<file path="config.mk">
export PLATFORM = sky130hd
export DESIGN_NAME = cbrf_regfile
export DESIGN_NICKNAME = d
export VERILOG_FILES = /design/src/cbrf_pkg.sv /design/src/cbrf_bank_if.sv /design/src/cbrf_bank.sv /design/src/cbrf_regfile.sv
export SDC_FILE = /design/constraint.sdc
export NUM_CORES = 1
export LEC_CHECK = 0
export BUFFER_PORTS_ARGS = -buffer_cell sky130_fd_sc_hd__clkbuf_2
export CAP_MARGIN = 40
export CORE_ASPECT_RATIO = 0.5
export CORE_MARGIN = 5
export CORE_UTILIZATION = 30
export DETAILED_ROUTE_END_ITERATION = 10
export PLACE_DENSITY_LB_ADDON = 0.12
export SETUP_SLACK_MARGIN = 0.4
export SYNTH_ARGS = -nofsm -noshare
export SYNTH_HDL_FRONTEND = slang
export SYNTH_HIERARCHICAL = 1
export SYNTH_SLANG_ARGS = --single-unit
</file>
<file path="constraint.sdc">
create_clock -name pclk -period 2.95 [get_ports pclk]
set_input_delay 0.59 -clock pclk [delete_from_list [all_inputs] [get_ports pclk]]
set_output_delay 0.59 -clock pclk [all_outputs]
set_load 0.05 [all_outputs]
</file>
<file path="src/cbrf_pkg.sv">
// cbrf_pkg: constants and types of the banked cpu register file
// assumes one clock (pclk) and an apb slave port on the top module
// Operation
// - thirteen registers, seven duplicated into two banks
// - four 16-bit data regs, first two byte-split
// - data pairs form 32-bit operands, higher upper
// - address regs act as data, pair 32-bit
// - 16-bit frame base for frame-relative addressing
// - 20-bit program counter holds next instruction
// - 20-bit vector table base address
// - user/interrupt stack pointers, chosen by bit 7
// - 16-bit static base register
// - bit 0 captures alu carry or shift-out
// - bit 1 raises single-step; acknowledge clears it
// - bit 2 set on zero result
// - bit 3 set on negative result
// - bit 4 selects the register bank
// - bit 5 set on overflow
// - bit 6 gates maskable interrupts; ack clears
// - bit 7 cleared on hw ack, swi 0-31
// - bits 12-14 priority level; accept strictly above
// - bits 8-11 and 15 are reserved
package cbrf_pkg;

	// flag word bit positions
	localparam int PFW_C = 0;
	localparam int PFW_D = 1;
	localparam int PFW_Z = 2;
	localparam int PFW_S = 3;
	localparam int PFW_B = 4;
	localparam int PFW_O = 5;
	localparam int PFW_I = 6;
	localparam int PFW_U = 7;
	localparam int PFW_PRI_LSB = 12;
	localparam int PFW_PRI_MSB = 14;

	// writable flag bits; reserved positions masked off
	localparam logic [15:0] PFW_WMASK = 16'h70ff;

	// reset values
	localparam logic [15:0] PFW_RESET = 16'h0000;
	localparam logic [15:0] REG16_RESET = 16'h0000;
	localparam logic [19:0] REG20_RESET = 20'h00000;

	// banked register slots inside one bank
	localparam int BANK_REGS = 7;
	// slots fed from the upper half of a 32-bit write (2, 3, 5)
	localparam logic [6:0] BANK_HI_LANE = 7'h2c;
	localparam logic [6:0] BK_DR0 = 7'h01;
	localparam logic [6:0] BK_DR1 = 7'h02;
	localparam logic [6:0] BK_DR2 = 7'h04;
	localparam logic [6:0] BK_DR3 = 7'h08;
	localparam logic [6:0] BK_AR0 = 7'h10;
	localparam logic [6:0] BK_AR1 = 7'h20;
	localparam logic [6:0] BK_FBR = 7'h40;

	// software interrupts below this number drop to the irq stack
	localparam logic [5:0] SWI_U_LIMIT = 6'h20;

	// apb: one aligned word per selector, byte address = index * 4
	localparam int APB_AW = 12;
	localparam logic [4:0] SEL_NUM = 5'h15;

	// register selectors shared by the datapath ports and apb map
	typedef enum logic [4:0] {
		SEL_DR0, SEL_DR1, SEL_DR2, SEL_DR3,
		SEL_DR0_LO, SEL_DR0_HI, SEL_DR1_LO, SEL_DR1_HI,
		SEL_AR0, SEL_AR1, SEL_FBR, SEL_SBR,
		SEL_USPTR, SEL_ISPTR, SEL_SP, SEL_VTB,
		SEL_PC, SEL_FLAGS, SEL_WD_LO, SEL_WD_HI, SEL_WA
	} cbrf_sel_t;

	// operand size of an alu result
	typedef enum logic [1:0] {
		SZ_BYTE, SZ_WORD, SZ_LONG
	} cbrf_size_t;

endpackage : cbrf_pkg

</file>
<file path="src/cbrf_bank_if.sv">
// cbrf_bank_if: write request and read-back of one register bank
// assumes the top module drives the write side in its own clock
`timescale 1ns/1ps
interface cbrf_bank_if;
	logic [6:0]       wmask; // one bit per banked slot
	logic [1:0]       be;    // byte lanes
	logic [15:0]      wlo;   // data for low-lane slots
	logic [15:0]      whi;   // data for high-lane slots
	logic [6:0][15:0] rd;    // registered contents

	modport ctrl (output wmask, output be, output wlo, output whi,
		input rd);
	modport bank (input wmask, input be, input wlo, input whi,
		output rd);
endinterface : cbrf_bank_if

</file>
<file path="src/cbrf_bank.sv">
// cbrf_bank: one bank of data, address and frame base registers
// assumes at most one write request per cycle from the top module
`timescale 1ns/1ps
module cbrf_bank
	import cbrf_pkg::*;
(
	// clock and reset
	input wire logic pclk,
	input wire logic presetn,
	// write request and read-back
	cbrf_bank_if.bank bif
);

	typedef struct packed {
		logic [6:0][15:0] r;
	} cbrf_bank_st_t;

	cbrf_bank_st_t q;
	cbrf_bank_st_t d;

	// byte-lane write; pair writes hit two slots at once
	always_comb begin
		logic [15:0] lane;
		lane = REG16_RESET;
		d = q;
		for (int i = 0; i < BANK_REGS; i++) begin
			lane = BANK_HI_LANE[i] ? bif.whi : bif.wlo;
			if (bif.wmask[i] && bif.be[0]) begin
				d.r[i][7:0] = lane[7:0];
			end
			if (bif.wmask[i] && bif.be[1]) begin
				d.r[i][15:8] = lane[15:8];
			end
		end
	end

	always_ff @(posedge pclk or negedge presetn) begin
		if (!presetn) begin
			q <= '0;
		end else begin
			q <= d;
		end
	end

	assign bif.rd = q.r;

endmodule : cbrf_bank

</file>
<file path="src/cbrf_regfile.sv">
// cbrf_regfile: programmer-visible register set of a 16-bit core
// assumes datapath ports synchronous to pclk; apb for debug access
`timescale 1ns/1ps
module cbrf_regfile
	import cbrf_pkg::*;
(
	// clock and reset
	input  wire logic              pclk,
	input  wire logic              presetn,
	// apb slave
	input  wire logic              psel,
	input  wire logic              penable,
	input  wire logic              pwrite,
	input  wire logic [APB_AW-1:0] paddr,
	input  wire logic [31:0]       pwdata,
	output logic [31:0]            prdata,
	output logic                   pready,
	output logic                   pslverr,
	// datapath read port
	input  wire cbrf_sel_t         rd_sel,
	output logic [31:0]            rd_data,
	// datapath write port
	input  wire logic              wr_en,
	input  wire cbrf_sel_t         wr_sel,
	input  wire logic [31:0]       wr_data,
	// alu flag update
	input  wire logic              alu_upd,
	input  wire cbrf_size_t        alu_size,
	input  wire logic [31:0]       alu_res,
	input  wire logic              alu_c,
	input  wire logic              alu_o,
	// interrupt and sequencing events
	input  wire logic              instr_done,
	input  wire logic              irq_req,
	input  wire logic [2:0]        irq_prio,
	input  wire logic              irq_maskable,
	input  wire logic              irq_ack,
	input  wire logic              step_ack,
	input  wire logic              swi_exec,
	input  wire logic [5:0]        swi_num,
	// state seen by the core
	output logic [15:0]            flag_word,
	output logic [19:0]            pc,
	output logic                   irq_accept,
	output logic                   step_irq
);

	typedef struct packed {
		logic [19:0] pc;
		logic [19:0] vtb;
		logic [15:0] sbr;
		// stack pointers, user and interrupt
		logic [15:0] usr_sp;
		logic [15:0] irq_sp;
		logic [15:0] fw;
		logic [31:0] rd_data;
		logic [31:0] prdata;
		logic        pready;
		logic        pslverr;
		logic        irq_accept;
		logic        step_irq;
	} cbrf_st_t;

	cbrf_st_t q;
	cbrf_st_t d;

	cbrf_bank_if bif0 ();
	cbrf_bank_if bif1 ();

	logic [6:0][15:0] bank_rd;
	logic [6:0]       wmask;
	logic [1:0]       wbe;
	logic [15:0]      wlo;
	logic [15:0]      whi;
	logic             apb_take;
	logic             apb_ok;
	cbrf_sel_t        apb_sel;
	logic             src_en;
	cbrf_sel_t        src_sel;
	logic [31:0]      src_data;
	logic [15:0]      res_lo;

	// two identical banks of seven registers each
	cbrf_bank u_bank0 (
		.pclk    (pclk),
		.presetn (presetn),
		.bif     (bif0)
	);
	cbrf_bank u_bank1 (
		.pclk    (pclk),
		.presetn (presetn),
		.bif     (bif1)
	);

	// active bank picked by the bank flag
	// both banks keep their contents; only the view switches
	assign bank_rd = q.fw[PFW_B] ? bif1.rd : bif0.rd;

	// route the write request to the active bank only
	// the idle bank sees no request and holds its contents
	assign bif0.wmask = q.fw[PFW_B] ? 7'h00 : wmask;
	assign bif1.wmask = q.fw[PFW_B] ? wmask : 7'h00;
	assign bif0.be    = wbe;
	assign bif1.be    = wbe;
	assign bif0.wlo   = wlo;
	assign bif1.wlo   = wlo;
	assign bif0.whi   = whi;
	assign bif1.whi   = whi;

	// read multiplexer shared by datapath and apb
	function automatic logic [31:0] rd_val(
		input cbrf_sel_t        s,
		input cbrf_st_t         st,
		input logic [6:0][15:0] b
	);
		logic [31:0] v;
		v = '0;
		unique case (s)
			SEL_DR0:    v[15:0] = b[0];
			SEL_DR1:    v[15:0] = b[1];
			SEL_DR2:    v[15:0] = b[2];
			SEL_DR3:    v[15:0] = b[3];
			SEL_DR0_LO: v[7:0]  = b[0][7:0];
			SEL_DR0_HI: v[7:0]  = b[0][15:8];
			SEL_DR1_LO: v[7:0]  = b[1][7:0];
			SEL_DR1_HI: v[7:0]  = b[1][15:8];
			SEL_AR0:    v[15:0] = b[4];
			SEL_AR1:    v[15:0] = b[5];
			SEL_FBR:    v[15:0] = b[6];
			SEL_SBR:    v[15:0] = st.sbr;
			// both pointers stay reachable by name for the debugger
			SEL_USPTR:  v[15:0] = st.usr_sp;
			SEL_ISPTR:  v[15:0] = st.irq_sp;
			SEL_SP: begin
				// user pointer when set, interrupt pointer when clear
				v[15:0] = st.fw[PFW_U] ? st.usr_sp : st.irq_sp;
			end
			SEL_VTB:    v[19:0] = st.vtb;
			SEL_PC:     v[19:0] = st.pc;
			SEL_FLAGS:  v[15:0] = st.fw & PFW_WMASK;
			SEL_WD_LO:  v = {b[2], b[0]};
			SEL_WD_HI:  v = {b[3], b[1]};
			SEL_WA:     v = {b[5], b[4]};
			default:    v = '0;
		endcase
		return v;
	endfunction : rd_val

	// apb decode: word aligned, inside the selector range
	assign apb_sel = cbrf_sel_t'(paddr[6:2]);
	assign apb_ok  = (paddr[APB_AW-1:7] == '0) &&
		(paddr[1:0] == 2'h0) && (paddr[6:2] < SEL_NUM);

	// one wait state; the datapath write port has priority, so
	// the bus stalls while the core writes
	assign apb_take = psel && penable && !q.pready && !wr_en;

	// single write source per cycle keeps one bank request
	assign src_en   = wr_en || (apb_take && pwrite && apb_ok);
	assign src_sel  = wr_en ? wr_sel : apb_sel;
	assign src_data = wr_en ? wr_data : pwdata;

	// bank write request for the selected target
	always_comb begin
		wmask = 7'h00;
		wbe   = 2'h3;
		wlo   = src_data[15:0];
		whi   = src_data[15:0];
		if (src_en) begin
			unique case (src_sel)
				SEL_DR0: wmask = BK_DR0;
				SEL_DR1: wmask = BK_DR1;
				SEL_DR2: wmask = BK_DR2;
				SEL_DR3: wmask = BK_DR3;
				SEL_DR0_LO, SEL_DR0_HI,
				SEL_DR1_LO, SEL_DR1_HI: begin
					// byte copied to both lanes, enable picks one
					wmask = (src_sel == SEL_DR0_LO ||
						src_sel == SEL_DR0_HI) ? BK_DR0 : BK_DR1;
					wbe = (src_sel == SEL_DR0_HI ||
						src_sel == SEL_DR1_HI) ? 2'h2 : 2'h1;
					wlo = {src_data[7:0], src_data[7:0]};
				end
				SEL_AR0: wmask = BK_AR0;
				SEL_AR1: wmask = BK_AR1;
				SEL_FBR: wmask = BK_FBR;
				SEL_WD_LO: begin
					wmask = BK_DR0 | BK_DR2;
					whi   = src_data[31:16];
				end
				SEL_WD_HI: begin
					wmask = BK_DR1 | BK_DR3;
					whi   = src_data[31:16];
				end
				SEL_WA: begin
					wmask = BK_AR0 | BK_AR1;
					whi   = src_data[31:16];
				end
				default: wmask = 7'h00;
			endcase
		end
	end

	// sized alu result for zero and sign
	always_comb begin
		res_lo = alu_res[15:0];
		if (alu_size == SZ_BYTE) begin
			res_lo = {8'h00, alu_res[7:0]};
		end
	end

	// next state: unbanked writes, flags, interrupts, apb answer
	always_comb begin
		logic       z_nx;
		logic       s_nx;
		logic [2:0] lvl;
		z_nx = 1'b0;
		s_nx = 1'b0;
		lvl  = 3'h0;
		d = q;

		// unbanked registers from the single write source
		if (src_en) begin
			unique case (src_sel)
				SEL_SBR:   d.sbr = src_data[15:0];
				SEL_USPTR: d.usr_sp = src_data[15:0];
				SEL_ISPTR: d.irq_sp = src_data[15:0];
				SEL_SP: begin
					// writes follow the same select as the read
					if (q.fw[PFW_U]) begin
						d.usr_sp = src_data[15:0];
					end else begin
						d.irq_sp = src_data[15:0];
					end
				end
				SEL_VTB: d.vtb = src_data[19:0];
				SEL_PC:  d.pc  = src_data[19:0];
				SEL_FLAGS: begin
					d.fw = src_data[15:0] & PFW_WMASK;
				end
				default: d.pc = q.pc;
			endcase
		end

		// alu condition flags follow the result
		if (alu_upd) begin
			unique case (alu_size)
				SZ_BYTE: begin
					z_nx = (res_lo[7:0] == 8'h00);
					s_nx = res_lo[7];
				end
				SZ_WORD: begin
					z_nx = (res_lo == 16'h0000);
					s_nx = res_lo[15];
				end
				SZ_LONG: begin
					z_nx = (alu_res == 32'h00000000);
					s_nx = alu_res[31];
				end
				default: begin
					z_nx = 1'b0;
					s_nx = 1'b0;
				end
			endcase
			// carry and overflow come ready-made from the alu
			d.fw[PFW_C] = alu_c;
			d.fw[PFW_Z] = z_nx;
			d.fw[PFW_S] = s_nx;
			d.fw[PFW_O] = alu_o;
		end

		// acknowledges override a same-cycle write of the flags
		// step ack touches only the step flag
		if (step_ack) begin
			d.fw[PFW_D] = 1'b0;
		end
		// irq ack leaves the step flag alone
		if (irq_ack) begin
			d.fw[PFW_I] = 1'b0;
			d.fw[PFW_U] = 1'b0;
		end
		// swi 32 and up keep the current stack
		if (swi_exec && swi_num < SWI_U_LIMIT) begin
			d.fw[PFW_U] = 1'b0;
		end
		// reserved bits never hold a one
		d.fw = d.fw & PFW_WMASK;

		// single-step request: a new step wins over its ack
		d.step_irq = (instr_done && q.fw[PFW_D]) ||
			(q.step_irq && !step_ack);

		// acceptance: maskable ones need the enable flag
		// strict compare: equal priority is refused
		lvl = q.fw[PFW_PRI_MSB:PFW_PRI_LSB];
		// not latched; the core decides when to take it
		d.irq_accept = irq_req &&
			(!irq_maskable || q.fw[PFW_I]) &&
			(irq_prio > lvl);

		// registered datapath read
		d.rd_data = rd_val(rd_sel, q, bank_rd);

		// apb answer, one cycle of pready
		d.pready = apb_take;
		if (apb_take) begin
			d.pslverr = !apb_ok;
			d.prdata  = (apb_ok && !pwrite) ?
				rd_val(apb_sel, q, bank_rd) : 32'h00000000;
		end
	end

	// state register
	always_ff @(posedge pclk or negedge presetn) begin
		if (!presetn) begin
			q.pc         <= REG20_RESET;
			q.vtb        <= REG20_RESET;
			q.sbr        <= REG16_RESET;
			q.usr_sp     <= REG16_RESET;
			q.irq_sp     <= REG16_RESET;
			// bank registers clear inside their own modules
			q.fw         <= PFW_RESET;
			q.rd_data    <= 32'h00000000;
			q.prdata     <= 32'h00000000;
			q.pready     <= 1'b0;
			q.pslverr    <= 1'b0;
			q.irq_accept <= 1'b0;
			q.step_irq   <= 1'b0;
		end else begin
			q <= d;
		end
	end

	// outputs straight from the state register
	assign prdata     = q.prdata;
	assign pready     = q.pready;
	assign pslverr    = q.pslverr;
	assign rd_data    = q.rd_data;
	assign flag_word  = q.fw; // reserved bits already masked
	assign pc         = q.pc;
	assign irq_accept = q.irq_accept;
	assign step_irq   = q.step_irq;

endmodule : cbrf_regfile

</file>
* Word-level counts from Yosys, hierarchy flattened
Index checks and enable logic that the tools add are counted.
Word-level totals: flip-flop bits (word level) 391, logic and storage cells 244, output and inout port bits 104, input bits 144
Cells by class: muxes and demuxes 40, reductions and logical operators 93, $lt $le $gt $ge 3, equal/unequal tests 64
Operator list (count):
- 8-bit one-hot mux with 16 select lines | 2
- 8-bit one-hot mux with 14 select lines | 2
- 16-bit 2-to-1 mux | 8
- 5-bit by 4-bit equality test with 1-bit output, second input constant | 24
- 112-bit 2-to-1 mux | 1
- 7-bit one-hot mux with 11 select lines | 1
- 5-bit equality test, second input constant | 15
- 12-bit one-hot mux with 3 select lines | 2
- 32-bit 2-to-1 mux | 2
- 16-bit one-hot mux with 2 select lines | 2
- 5-bit by 3-bit equality test with 1-bit output, second input constant | 12
- 1-bit logical AND | 41
- 4-bit one-hot mux with 5 select lines | 2
- 32-bit zero test | 1
- 5-bit by 2-bit equality test with 1-bit output, second input constant | 6
- 7-bit 2-to-1 mux | 3
- 5-bit zero test | 4
- 16-bit zero test | 1
- 8-bit 2-to-1 mux | 2
- 2-bit AND reduction | 8
- 2-bit nonzero test | 8
- 5-bit by 1-bit equality test with 1-bit output, second input constant | 3
- 3-bit OR reduction | 5
- 2-bit 2-to-1 mux | 6
- 17 further kinds | 39

* Depth between registers and ports, before layout
depth in word-level cells 9, mapped depth 11

* By module
The synthesis kept the hierarchy.
Modules (own cells, without submodules):
- cbrf_regfile | cells an instance 1525, times used 1, area an instance 12794.8 um^2
- cbrf_bank | cells an instance 240, times used 2, area an instance 4174.0 um^2

* Least setup slack after synthesis
OpenSTA, ideal clock, no wires.
kind input to register, start input port paddr[3], end register u_bank0.q, in the netlist u_bank0/bif.rd[100], data arrival time 2.626 ns, data required time 2.825 ns, setup slack 0.199 ns, cell stages on the path 9, library setup time 0.125 ns, cells stage by stage buf_2 -> nor2_4 -> o21ai_1 -> o41ai_4 -> buf_2 -> nand2_1 -> nor4_1 -> nand2_2 -> mux2_2
On the way: cells in the longest elaborated chain, start to end 7, elaborated cells between the ends (all ways) 29, classes of those cells order compare: 1; eq/ne: 13; mux: 8; reduce/logical: 7
Ends and longest elaborated chain:
- start: declaration | RTL line cbrf_regfile.sv:14 | input wire logic [APB_AW-1:0] paddr,
- 5-bit 2-to-1 mux or 5-bit < comparator (tied branches) | RTL line cbrf_regfile.sv:160, cbrf_regfile.sv:152
- 5-bit by 3-bit equality test with 1-bit output or 1-bit logical AND (tied branches) | RTL line cbrf_regfile.sv:170, cbrf_regfile.sv:152
- 4-bit OR reduction or 1-bit logical AND (tied branches) | RTL line cbrf_regfile.sv:170, cbrf_regfile.sv:159
- 7-bit one-hot mux with 11 select lines or 1-bit logical OR (tied branches) | RTL line cbrf_regfile.sv:170, cbrf_regfile.sv:159
- 7-bit 2-to-1 mux * | RTL line cbrf_regfile.sv:169 | if (src_en) begin
- 7-bit 2-to-1 mux * | RTL line cbrf_regfile.sv:101 | assign bif0.wmask = q.fw[PFW_B] ? 7'h00 : wmask;
- named net bif0.wmask[6] | RTL line cbrf_bank_if.sv:5 | logic [6:0] wmask;
- 1-bit logical AND * | RTL line cbrf_bank.sv:28 | if (bif.wmask[i] && bif.be[0]) begin
- end signal: assignment | RTL line cbrf_bank.sv:39 | q <= '0;
- end signal: assignment | RTL line cbrf_bank.sv:41 | q <= d;
- end: declaration | RTL line cbrf_bank.sv:18 | cbrf_bank_st_t q;
The timed path passes the listed nets; every way through them passes the cells marked *. A chain may end at the register's enable or synchronous reset.

==> load_flow_metrics.sql <==
INSERT INTO impl_metrics (metric_group, metric, value, unit) VALUES
('status', 'run_status', 'complete, but fails checks', ''),
('status', 'failed_checks', 'negative hold slack', ''),
('pwr', 'vdd_ir_drop_max', '0.360', 'mV'),
('logic_synthesis', 'synth.top_cells.by_area', 'sky130_fd_sc_hd__dfrtp_1 46%, sky130_fd_sc_hd__mux2_2 14%, sky130_fd_sc_hd__mux2i_1 7.1%', ''),
('placed_design', 'globalplace.congestion', '0.991', ''),
('critical_path', 'ff_to_ff_start', 'flag_word[4]', ''),
('pwr', 'power.density_cell_area', '791', 'nW/um^2'),
('logic_synthesis', 'yosysTopAreaCellShare', '46.3', '%'),
('clock_network', 'hold_buffers', '0', ''),
('placed_design', 'place.port_buffers', '237', ''),
('timing', 'finalHoldViolations', '2', ''),
('critical_path', 'cp_max_fo', '17', ''),
('grt', 'grt_start_max_net_pins', '72', ''),
('timing', 'finalSetupViolations', '0', ''),
('detailed_routing', 'drt-vias-per-instance', '5.51', ''),
('timing', 'timing.fmax', '393', 'MHz'),
('logic_synthesis', 'yosys.cell_count.top_type', 'sky130_fd_sc_hd__dfrtp_1', ''),
('grt', 'global_route_wire_length_before_repair', '139000', 'um'),
('logic_synthesis', 'synth_seq_area_share', '46.3', '%'),
('floorplan', 'design.portCount', '248', ''),
('timing', 'tightestPinTransition', '0.839', 'ns'),
('clock_network', 'cts.root.buffer_cell', 'sky130_fd_sc_hd__clkbuf_16', ''),
('critical_path', 'worstSetupStartpointType', 'flop', ''),
('timing', 'final_min_period_over_clock_period', '86.3', '%'),
('clock_network', 'cts_tree', 'done', ''),
('detailed_routing', 'drtIter0Drc', '1937', ''),
('timing', 'drv_slew', '0', ''),
('logic_synthesis', 'synth_async_sr_flop_share', '100', '%'),
('floorplan', 'placeableCoreArea', '69400', 'sq um'),
('logic_synthesis', 'netlist_instances', '2005', ''),
('logic_synthesis', 'synth_edf_count', '0', ''),
('layout', 'layout-area-overhead-vs-synth', '25.6', '%'),
('hold_path', 'hold_path_class', 'input pin to async pin', ''),
('grt', 'grt.overflow.total', '0', ''),
('grt', 'global_route.usage.met3', '7.82', '%'),
('floorplan', 'die_h', '198', 'um'),
('timing', 'final_min_period', '2.55', 'ns'),
('layout', 'final_net_count', '2540', ''),
('logic_synthesis', 'yosys_most_used_dff', 'sky130_fd_sc_hd__dfrtp_1', ''),
('timing', 'hold-worst-slack', '-0.00490', 'ns'),
('floorplan', 'initial_utilization', '30.5', '%'),
('clock_network', 'ctsLongestPathBuffers', '3', ''),
('layout', 'finalInstanceArea', '26600', 'sq um'),
('clock_network', 'path_clk_slew', '0.07', 'ns'),
('detailed_routing', 'remaining_drc_errors', '0', ''),
('critical_path', 'data_required_time_of_the_worst_path', '3.33', 'ns'),
('logic_synthesis', 'synth.ff_latch_count', '391', ''),
('detailed_routing', 'wl_per_cell', '29.6', 'um'),
('clock_network', 'cts_num_sinks', '391', ''),
('grt', 'fraction_of_met2_tracks_used_by_global_routing', '36.3', '%'),
('critical_path', 'worstSetupEndpointType', 'flop', ''),
('grt', 'grt_pass1_vias', '17900', ''),
('floorplan', 'rows', '68', ''),
('logic_synthesis', 'synthDominantAreaCellType', 'sky130_fd_sc_hd__dfrtp_1', ''),
('placed_design', 'place_area', '25000', 'sq um'),
('timing', 'skew_final', '0.0436', 'ns'),
('critical_path', 'timing.setup.critical_path_class', 'flop to flop', ''),
('layout', 'drive_above_1_share', '39.5', '%'),
('floorplan', 'die_area', '76200', 'sq um'),
('clock_network', 'htree_levels', '2', ''),
('logic_synthesis', 'synth_commonest_cells', '391 x sky130_fd_sc_hd__dfrtp_1, 266 x sky130_fd_sc_hd__mux2_2, 185 x sky130_fd_sc_hd__nand2_1', ''),
('timing', 'slew_headroom', '43.9', '%'),
('logic_synthesis', 'post_synth_num_cell_types', '71', ''),
('logic_synthesis', 'synth_area', '21100', 'sq um'),
('run', 'max-cap-violations', '0', ''),
('layout', 'fillers', '7044', ''),
('layout', 'final_core_utilization', '38.3', '%'),
('detailed_routing', 'wirelength', '99700', 'um'),
('detailed_routing', 'postRouteAntennaNets', '0', ''),
('clock_network', 'cts-buffers-inserted', '41', ''),
('grt', 'grtUsageTotal', '25.5', '%');
worst paths after layout:
check                                endpoint  slack [ns]  cells after the start
max in group asynchronous         rd_data[16]        2.04                      2
max                                rd_data[3]        0.40                      7
min                                   pslverr      -0.005                      1
max reg2reg                        rd_data[3]        0.40                      7
min reg2reg                u_bank0/bif.rd[11]        0.50                      1
min in group pclk                flag_word[1]        0.17                      2
final cells by class:
class	count	area (sq um)	share of cell area, %
Multi-Input combinational cell	1394	10200	38.6
Clock buffer	59	1250	4.69
Antenna cell	1	2.50	0.00942
Clock inverter	16	154	0.579
Inverter	22	82.6	0.311
Tap cell	945	1180	4.45
Timing Repair Buffer	543	3860	14.5
Sequential cell	391	9790	36.9
worst max-delay path, cell delays in order (launching register included):
cell and delay, ns:
sky130_fd_sc_hd__dfrtp_4 0.50, sky130_fd_sc_hd__buf_12 0.17, sky130_fd_sc_hd__buf_16 0.18, sky130_fd_sc_hd__mux2_4 0.36, sky130_fd_sc_hd__a32oi_2 0.29, sky130_fd_sc_hd__o21ai_0 0.13, sky130_fd_sc_hd__a2111oi_1 0.38, sky130_fd_sc_hd__nand3_1 0.28
per-stage QoR:
stage          cells  power, mW  setup WS (ns)
6_report        3371       21.0          0.404
3_5_place_dp    3289       15.3        -0.0474
4_1_cts         3364       20.9          0.349
2_1_floorplan   2009       11.7          0.378
5_1_grt         3370       21.8          0.346
3_3_place_gp    3289       15.2        -0.0994
what timing repair did:
action,4_1_cts,5_1_grt
resized for setup,7,19
pin swaps,1,2
setup endpoints to repair,15,66
setup buffers,0,6
metal layers:
metal	part of all wire [%]	vias up
met3	9.2	141
met2	41	802
met5	0.16	-
met4	2.9	6
li1	-	8108
met1	47	9528
logic make-up (layout without fill, tap and decap cells):
logic type / count (synthesis) / count (layout) / synth area share [%]
buf+inv: 224 / 640 / 6.20
flops: 391 / 391 / 46.3
other cells: 1 / 6 / 0.0177
mux: 416 / 416 / 21.3
fa+ha+maj: 3 / 3 / 0.178
xor+xnor: 1 / 1 / 0.0414
simple gates: 515 / 515 / 11.4
compound gates: 454 / 454 / 14.6
flip-flops by register name (all words and copies together) (netlist names), 11 cells and up:
signal	cells
prdata	32
u_bank0/bif.rd	112
pc	20
q	68
flag_word	11
rd_data	32
u_bank1/bif.rd	112
placed cells by master, fill, tap and decap left out, drive strengths merged, types with 6 or more instances in the layout:
cell / n
nor4: 20
o2bb2ai: 16
a2111oi: 16
nor2: 149
a32oi: 10
nor3: 21
mux2i: 149
or3b: 6
a21oi: 70
nand2: 213
dfrtp: 391
nand4: 9
a211oi: 13
a222oi: 7
nor3b: 6
nor2b: 10
o2111ai: 9
a221oi: 29
o22ai: 57
or4: 7
clkbuf: 294
o21ai: 121
buf: 308
o211ai: 6
a22oi: 30
inv: 26
o221ai: 13
mux2: 266
nand2b: 15
nand3: 33
clkinv: 8
a22o: 27
where the power goes:
group,switching [mW],internal [mW],total (mW)
Sequential,1.10,6.85,7.95
Combinational,4.59,2.92,7.51
Clock,2.41,3.13,5.55
Power figures use the tool's default switching activity.
